<file path="src/lcd_frame_regs.svh">
// register offsets, field positions, reset values and fixed counts of the panel pixel engine
// ----------------------------------------------------------------
// Behaviour
// ----------------------------------------------------------------
// Behaviour
// - 24-bit mode drives memory bits 0..23 onto data lines D0..D23 in order.
// - pixel data leaves on the generated pixel clock; all panel timing follows it.
// - divider ratio is either 1 or 2 times (field plus one).
// - bypass set toggles the pixel clock on each generic clock cycle, with one pixel per generic clock.
// - bypass clear gives generic clock over 2 times (divider field plus 1).
// - TFT mode sends one whole pixel per pixel clock.
// - mono STN sends interface-width pixels per pixel clock.
// - colour STN sends interface-width colour components per pixel clock, three per pixel.
// - frame control register holds line count and horizontal count, both size the frame.
// - line count field is lines minus one; per half panel in dual scan.
// - mono STN horizontal count is pixels over interface width, minus one.
// - colour STN horizontal size is three times the pixel count.
// - TFT horizontal count is pixels minus one; STN fractions round up.
`ifndef LCD_FRAME_REGS_SVH
`define LCD_FRAME_REGS_SVH

`define CTRL_OFFSET 12'h000
`define FRAME_OFFSET 12'h004
`define POWER_OFFSET 12'h008
`define DMA_OFFSET 12'h00C
`define STATUS_OFFSET 12'h010
`define PIXEL_OFFSET 12'h014

`define CTRL_DIV_LSB 0
`define CTRL_DIV_MSB 8
`define CTRL_BYPASS_BIT 12
`define CTRL_MODE_LSB 16
`define CTRL_MODE_MSB 17
`define CTRL_IFW_BIT 20
`define FRAME_HOZ_LSB 0
`define FRAME_HOZ_MSB 10
`define FRAME_LINE_LSB 21
`define FRAME_LINE_MSB 31

`define CTRL_RESET 32'h0000_0000
`define FRAME_RESET 32'h0000_0000
`define POWER_RESET 1'b0
`define DMA_RESET 1'b0

`define COLOUR_PARTS 2'h3

`endif

</file>
<file path="src/lcd_frame_pkg.sv">
// types shared by the panel pixel engine
`default_nettype none
package lcd_frame_pkg;

  typedef enum logic [1:0] {
    mode_tft = 2'b00,
    mode_stn_mono = 2'b01,
    mode_stn_colour = 2'b10
  } panel_mode_t;

  typedef struct packed {
    logic [8:0] div;
    logic bypass;
    panel_mode_t mode;
    logic if_wide;
  } clk_cfg_t;

  typedef struct packed {
    logic [10:0] hoz;
    logic [10:0] line;
  } frame_cfg_t;

  typedef struct packed {
    logic [23:0] data;
    logic pclk;
    logic line_start;
    logic frame_start;
  } panel_out_t;

endpackage
`default_nettype wire

</file>
<file path="src/lcd_pixel_divider.sv">
// pixel clock enable generator with bypass and even-ratio division
`timescale 1ns/1ps
`include "lcd_frame_regs.svh"
`default_nettype none
module lcd_pixel_divider
  import lcd_frame_pkg::*;
#(
  parameter int DIV_W = 9
) (
  input wire logic clk,
  input wire logic reset,
  input wire logic run,
  input wire logic bypass,
  input wire logic [DIV_W-1:0] div,
  output logic tick,
  output logic level
);
  logic [DIV_W-1:0] count;
  logic [DIV_W-1:0] next_count;
  logic phase;
  logic next_phase;
  logic next_tick;

  // ratio two times field plus one
  always_comb begin
    next_count = count;
    next_phase = phase;
    next_tick = 1'b0;
    if (!run) begin
      next_count = '0;
      next_phase = 1'b0;
    end else if (bypass) begin
      next_count = '0;
      next_phase = ~phase;
      next_tick = 1'b1;
    end else if (count == div) begin
      next_count = '0;
      next_phase = ~phase;
      next_tick = phase;
    end else begin
      next_count = count + 1'b1;
    end
  end

  always_ff @(posedge clk or posedge reset) begin
    if (reset) begin
      count <= '0;
      phase <= 1'b0;
      tick <= 1'b0;
    end else begin
      count <= next_count;
      phase <= next_phase;
      tick <= next_tick;
    end
  end

  assign level = phase;
endmodule
`default_nettype wire

</file>
<file path="src/lcd_frame_engine.sv">
// panel pixel engine: registers over AHB-Lite, pixel clock and frame sequencing
`timescale 1ns/1ps
`include "lcd_frame_regs.svh"
`default_nettype none
module lcd_frame_engine
  import lcd_frame_pkg::*;
#(
  parameter int DIV_W = 9,
  parameter int SIZE_W = 11
) (
  input wire logic clk,
  input wire logic reset,
  input wire logic hsel,
  input wire logic [11:0] haddr,
  input wire logic [1:0] htrans,
  input wire logic hwrite,
  input wire logic [2:0] hsize,
  input wire logic [31:0] hwdata,
  input wire logic hready,
  output logic [31:0] hrdata,
  output logic hreadyout,
  output logic hresp,
  output logic [23:0] panel_data,
  output logic panel_pclk,
  output logic panel_line_start,
  output logic panel_frame_start,
  output logic panel_power,
  output logic frame_dma_enable
);
  // ----------------------------------------------------------------
  // bus slave
  // ----------------------------------------------------------------
  logic [31:0] first_control_register;
  logic [31:0] frame_control_register;
  logic panel_power_bit;
  logic frame_dma_enable_bit;
  logic [23:0] pixel_word;
  logic [31:0] next_ctrl;
  logic [31:0] next_frame;
  logic next_power;
  logic next_dma;
  logic [23:0] next_pixel;
  logic wr_pend;
  logic next_wr_pend;
  logic [11:0] wr_addr;
  logic [11:0] next_wr_addr;
  logic [31:0] next_hrdata;
  logic [31:0] status_word;
  logic [SIZE_W-1:0] col;
  logic [SIZE_W-1:0] row;
  logic [1:0] part;
  logic in_frame;

  always_comb begin
    next_ctrl = first_control_register;
    next_frame = frame_control_register;
    next_power = panel_power_bit;
    next_dma = frame_dma_enable_bit;
    next_pixel = pixel_word;
    next_wr_pend = 1'b0;
    next_wr_addr = wr_addr;
    next_hrdata = hrdata;
    if (wr_pend) begin
      case (wr_addr)
        `CTRL_OFFSET: begin
          next_ctrl = hwdata;
        end
        // both size fields in one register
        `FRAME_OFFSET: begin
          next_frame = hwdata;
        end
        `POWER_OFFSET: begin
          next_power = hwdata[0];
        end
        `DMA_OFFSET: begin
          next_dma = hwdata[0];
        end
        `PIXEL_OFFSET: begin
          next_pixel = hwdata[23:0];
        end
        default: begin
        end
      endcase
    end
    if (hsel && hready && htrans[1]) begin
      next_wr_pend = hwrite;
      next_wr_addr = haddr;
      if (!hwrite) begin
        case (haddr)
          `CTRL_OFFSET: next_hrdata = first_control_register;
          `FRAME_OFFSET: next_hrdata = frame_control_register;
          `POWER_OFFSET: next_hrdata = {31'h0000_0000, panel_power_bit};
          `DMA_OFFSET: next_hrdata = {31'h0000_0000, frame_dma_enable_bit};
          `STATUS_OFFSET: next_hrdata = status_word;
          `PIXEL_OFFSET: next_hrdata = {8'h00, pixel_word};
          default: next_hrdata = 32'h0000_0000;
        endcase
      end
    end
  end

  always_ff @(posedge clk or posedge reset) begin
    if (reset) begin
      first_control_register <= `CTRL_RESET;
      frame_control_register <= `FRAME_RESET;
      panel_power_bit <= `POWER_RESET;
      frame_dma_enable_bit <= `DMA_RESET;
      pixel_word <= 24'h00_0000;
      wr_pend <= 1'b0;
      wr_addr <= 12'h000;
      hrdata <= 32'h0000_0000;
    end else begin
      first_control_register <= next_ctrl;
      frame_control_register <= next_frame;
      panel_power_bit <= next_power;
      frame_dma_enable_bit <= next_dma;
      pixel_word <= next_pixel;
      wr_pend <= next_wr_pend;
      wr_addr <= next_wr_addr;
      hrdata <= next_hrdata;
    end
  end

  always_ff @(posedge clk or posedge reset) begin
    if (reset) begin
      hreadyout <= 1'b1;
      hresp <= 1'b0;
    end else begin
      hreadyout <= 1'b1;
      hresp <= 1'b0;
    end
  end

  // ----------------------------------------------------------------
  // configuration decode
  // ----------------------------------------------------------------
  clk_cfg_t ccfg;
  frame_cfg_t fcfg;
  assign ccfg.div = first_control_register[`CTRL_DIV_MSB:`CTRL_DIV_LSB];
  assign ccfg.bypass = first_control_register[`CTRL_BYPASS_BIT];
  assign ccfg.mode = panel_mode_t'(first_control_register[`CTRL_MODE_MSB:`CTRL_MODE_LSB]);
  assign ccfg.if_wide = first_control_register[`CTRL_IFW_BIT];
  // line count is height minus one
  assign fcfg.line = frame_control_register[`FRAME_LINE_MSB:`FRAME_LINE_LSB];
  // horizontal count already reduced by software
  assign fcfg.hoz = frame_control_register[`FRAME_HOZ_MSB:`FRAME_HOZ_LSB];

  assign status_word = {row, 5'h00, col, 1'b0, part, 1'b0, in_frame};

  // ----------------------------------------------------------------
  // pixel clock
  // ----------------------------------------------------------------
  logic tick;
  logic pclk_level;
  lcd_pixel_divider #(
    .DIV_W(DIV_W)
  ) u_div (
    .clk(clk),
    .reset(reset),
    .run(panel_power_bit),
    .bypass(ccfg.bypass),
    .div(ccfg.div[DIV_W-1:0]),
    .tick(tick),
    .level(pclk_level)
  );

  // ----------------------------------------------------------------
  // frame sequencing
  // ----------------------------------------------------------------
  logic [SIZE_W-1:0] next_col;
  logic [SIZE_W-1:0] next_row;
  logic [1:0] next_part;
  logic next_in_frame;
  panel_out_t pout;
  panel_out_t next_pout;
  logic [23:0] shifted;

  // stn lanes carry interface width of samples
  always_comb begin
    shifted = 24'h00_0000;
    if (ccfg.if_wide) begin
      shifted[7:0] = pixel_word[7:0];
    end else begin
      shifted[3:0] = pixel_word[3:0];
    end
  end

  always_comb begin
    next_col = col;
    next_row = row;
    next_part = part;
    next_in_frame = in_frame;
    next_pout = pout;
    next_pout.pclk = ccfg.bypass ? (pout.pclk ^ tick) : pclk_level;
    next_pout.line_start = 1'b0;
    next_pout.frame_start = 1'b0;
    if (!panel_power_bit) begin
      next_col = '0;
      next_row = '0;
      next_part = 2'h0;
      next_in_frame = 1'b0;
      next_pout = '0;
    end else if (tick) begin
      next_in_frame = 1'b1;
      next_pout.line_start = (col == '0);
      next_pout.frame_start = (col == '0) && (row == '0);
      case (ccfg.mode)
        // whole 24-bit pixel per clock, bits in order
        mode_tft: begin
          next_pout.data = pixel_word;
        end
        mode_stn_mono: begin
          next_pout.data = shifted;
        end
        mode_stn_colour: begin
          next_pout.data = shifted;
        end
        default: begin
          next_pout.data = 24'h00_0000;
        end
      endcase
      // colour STN cycles three components, count already holds the 3x
      if (ccfg.mode == mode_stn_colour && part != `COLOUR_PARTS - 2'h1) begin
        next_part = part + 2'h1;
      end else begin
        next_part = 2'h0;
      end
      // one tick per horizontal count step
      if (col == fcfg.hoz) begin
        next_col = '0;
        next_part = 2'h0;
        next_row = (row == fcfg.line) ? '0 : row + 1'b1;
      end else begin
        next_col = col + 1'b1;
      end
    end
  end

  always_ff @(posedge clk or posedge reset) begin
    if (reset) begin
      col <= '0;
      row <= '0;
      part <= 2'h0;
      in_frame <= 1'b0;
      pout <= '0;
      panel_power <= 1'b0;
      frame_dma_enable <= 1'b0;
    end else begin
      col <= next_col;
      row <= next_row;
      part <= next_part;
      in_frame <= next_in_frame;
      pout <= next_pout;
      panel_power <= panel_power_bit;
      frame_dma_enable <= frame_dma_enable_bit;
    end
  end

  assign panel_data = pout.data;
  assign panel_pclk = pout.pclk;
  assign panel_line_start = pout.line_start;
  assign panel_frame_start = pout.frame_start;
endmodule
`default_nettype wire

</file>
<file path="config.mk">
export PLATFORM = sky130hd
export DESIGN_NAME = lcd_frame_engine
export DESIGN_NICKNAME = d
export VERILOG_FILES = /design/src/lcd_frame_pkg.sv /design/src/lcd_pixel_divider.sv /design/src/lcd_frame_engine.sv
export VERILOG_INCLUDE_DIRS = /design/src
export SDC_FILE = /design/constraint.sdc
export NUM_CORES = 1
export LEC_CHECK = 0
export BUFFER_PORTS_ARGS = -buffer_cell sky130_fd_sc_hd__buf_4
export CAP_MARGIN = 20
export CORE_ASPECT_RATIO = 0.6
export CORE_MARGIN = 10
export CORE_UTILIZATION = 25
export CTS_CLUSTER_DIAMETER = 30
export CTS_CLUSTER_SIZE = 12
export DETAILED_ROUTE_END_ITERATION = 7
export GPL_TIMING_DRIVEN = 0
export PLACE_DENSITY = 0.53
export SYNTH_ARGS = -nofsm -noshare
export SYNTH_HDL_FRONTEND = slang
export SYNTH_HIERARCHICAL = 1
export SYNTH_SLANG_ARGS = --single-unit
</file>
<file path="constraint.sdc">
create_clock -name clk -period 7.9 [get_ports clk]
set_input_delay 2.37 -clock clk [delete_from_list [all_inputs] [get_ports clk]]
set_output_delay 2.37 -clock clk [all_outputs]
set_load 0.01 [all_outputs]
</file>
==> out/qor.yml <==
floorplan:
  die_x_microns: 270
  dieArea_sq_mm: 0.0457
  coreArea_sq_mm: 0.0366
  core.rowCount: 54
  die_y_microns: 170
  start_util_pct: 25.5
  io_pins: 117
timing:
  fin_crit_sh_pct: 51.6
  setup_violations: 0
  tns_ns: 0
  clock.fmax_mhz: 245
  worstMarginPinSlew_ns: 0.939
  skew_ns: 0.0114
  relSlewSlack_pct: 36.9
  grt_setup_unrepaired: "false"
  slew_viol_final: 0
  finalHoldViolations: 0
  finalCriticalPeriod_ns: 4.08
synthesis:
  synth-edff-count: 0
  yosys.area_share.xor_xnor_pct: 4.29
  synthFlopType: "dfrtp_1"
  synth_nets: 833
  synth_top_family_by_area: "multiplexers"
  yosysUniqueCellTypes: 61
  synth_mux_area_share_pct: 17.6
  synth_simple_gate_area_share_pct: 11.3
  ys_warn_count: 6
  synthCells: 770
  ys_seq_area_share_pct: 53.6
  syn_area_sq_mm: 0.00934
  synth_compound_area_share_pct: 8.52
  synth-async-reset-ratio_pct: 100
  ys_seq_elements: 200
  syn_avg_cell_area_sq_um: 12.1
  synth-adder-area-share_pct: 1.21
drt:
  firstDrtPassIters: 6
  wl_per_cell_microns: 20.3
  drtIter0Drc: 484
  drc: 0
  totalWireLength_mm: 28.7
  vias: 6531
  ant_nets: 0
  routed_via_density: 4.62
final_layout:
  syn2layout_area_growth_pct: 22.2
  fin_util_pct: 31.2
  insertedDiodeCount: 0
  drive_gt1_share_pct: 33.8
  mostFrequentLayoutCells: "dfrtp_1 (200), buf_4 (116), mux2_2 (105), nor2_1 (66), nand2_1 (46)"
  fin_nets: 961
  final_common_cell: "dfrtp_1"
setup_path:
  setup.worst_path.start_class: "input port"
  critPathMaxFanout: 8
  critPathMaxStageDelay_ns: 0.67
  path_cells: "buf_4 -> nor4_2 -> nand4_1 -> nor2_1 -> a22oi_1 -> o21ai_0"
  cp_data_arrival_time_ns: 4.45
  slowest_stage: "nor2_1"
  path_buf_inv: 1
  path_delay_family: "simple AND/OR/NAND/NOR gates"
  crit_required_ns: 8.27
  path_class: "input port to register"
  crit_path_end_kind: "register"
global_routing:
  grt-ovfl-total: 0
  grt_pass1_wl_mm: 43.5
  grt_pass1_vias: 6605
  grt_antenna_before_repair: 1
  gr-usage-all-layers_pct: 12.6
  grt_max_degree: 99
power_and_ir_drop:
  peakVddDrop_uv: 148
  power_mw: 2.32
  p_leak_nw: 5.09
  p_per_area_mw_per_mm2: 204
clock_tree:
  postCtsSetupRepairBufs: 0
  numCtsBuffers: 17
  clkTransAtPathRegs_ns: 0.08
  root_buffer: "clkbuf_16"
  clock_sinks: 200
  cts.path.max_buffers: 2
  cts_resized: 0
  htreeDepth: 4
  clk_latency_ns: 0.45
  hold_buffers: 0
  cts_tree: "done"
outcome:
  status: "finished, final reports clean"
min_path:
  min_path_type: "register to register"
place:
  dp_hpwl_mm: 21.4
  io_buffers: 108
  place_congestion: 0.847
run:
  maxCapViolCount: 0
[report_power, final]
group / internal, mW / switching (mW)
logic: 0.126 / 0.150
clock network: 0.475 / 0.430
registers: 1.09 / 0.0543
[cell families after synthesis]
family	after synthesis
and+or+nand+nor	206
DFF	200
muxes	131
AOI/OAI and AO/OA	113
buffers and inverters	65
xor gates and xnor gates	44
adders and majority gates	9
other	2
[per-stage QoR]
| step | instances | instance area, sq um | hold WS [ns] | setup slack [ns] |
|---|---|---|---|---|
| CTS | 1414 | 11400 | 0.460 | 3.80 |
| global placement | 1382 | 10800 | 0.455 | -2.04 |
| detailed placement | 1383 | 10800 | 0.442 | 3.31 |
| finish | 1414 | 11400 | 0.474 | 3.82 |
| floorplan | 770 | 9340 | 0.370 | 0.388 |
| global route | 1414 | 11400 | 0.471 | 3.61 |
[synthesized netlist by cell type, types with 2 or more instances]
cell	count	share of area, %
nand3b_1	2	0.16
dfrtp_1	200	54
inv_1	24	0.96
mux2i_1	8	0.86
ha_1	9	1.2
a21oi_1	26	1.4
mux4_2	16	3.9
xnor2_1	37	3.5
xor2_1	5	0.47
buf_2	8	0.43
nand4_1	10	0.67
mux2_2	105	13
nor4_1	7	0.47
mux2_1	2	0.24
nor3_1	8	0.43
nand2b_1	3	0.20
buf_4	8	0.64
buf_6	4	0.48
buf_1	3	0.12
or3_1	6	0.40
a22oi_1	8	0.64
a22o_1	27	2.5
and2_1	3	0.20
o22ai_1	3	0.20
clkbuf_1	16	0.64
nor2_1	66	2.7
nand2_1	46	1.8
nor3b_1	2	0.16
a21o_2	2	0.19
and3_1	9	0.60
a22o_2	6	0.64
clkbuf_2	2	0.11
nor2b_1	6	0.40
o31ai_1	2	0.16
xnor2_2	2	0.35
o21ai_0	31	1.7
or2_2	2	0.13
nand3_1	20	1.1
and4_2	2	0.21
nor4_2	2	0.27
conb_1	2	0.080
[path summary, 6_finish.rpt]
| path | start | end | slack, ns | cells past startpoint |
|---|---|---|---|---|
| worst min register to register | frame_dma_enable_bit | frame_dma_enable | 0.47 | 0 |
| max in group asynchronous | reset | frame_control_register[31] | 4.96 | 3 |
| worst min-delay path | frame_dma_enable_bit | frame_dma_enable | 0.47 | 0 |
| min in group asynchronous | reset | u_div/count[7] | 1.97 | 2 |
| worst max register to register | wr_addr[7] | first_control_register[25] | 5.33 | 5 |
| worst max-delay path | haddr[8] | hrdata[31] | 3.82 | 6 |
[sequential cells by signal (all words and copies together), names as in the netlist, 2 cells and up]
name and count:
frame_control_register 32, panel_data 24, u_div/count 9, first_control_register 32, row 11, col 11, hrdata 32, part 2
wr_addr 12, pixel_word 24
[metal layers]
layer  part of all wire (%)  wire length, microns  track usage [%]
met5                      0                     0                0
met4                    1.1                   327             3.48
met3                    6.8                  1960             3.76
met2                     42                 12000             17.7
met1                     50                 14400             18.3
[worst reg2reg max path: stages, from the launching register on]
cell and delay, ns:
dfrtp_1 0.39, nor4_1 0.48, nand4b_1 0.32, nor3_4 0.54, buf_4 0.36, mux2_2 0.37
[final cells by class]
type,instances,area (sq um)
fillers,3774,25200
flip-flops and latches,200,5000
multi-input cells,505,4020
clock inverters,14,169
inverters,24,97.6
clock buffers,17,425
plain buffers,41,226
well taps,504,631
repair buffers,109,838
No activity file was read; power rests on OpenSTA's default activity.
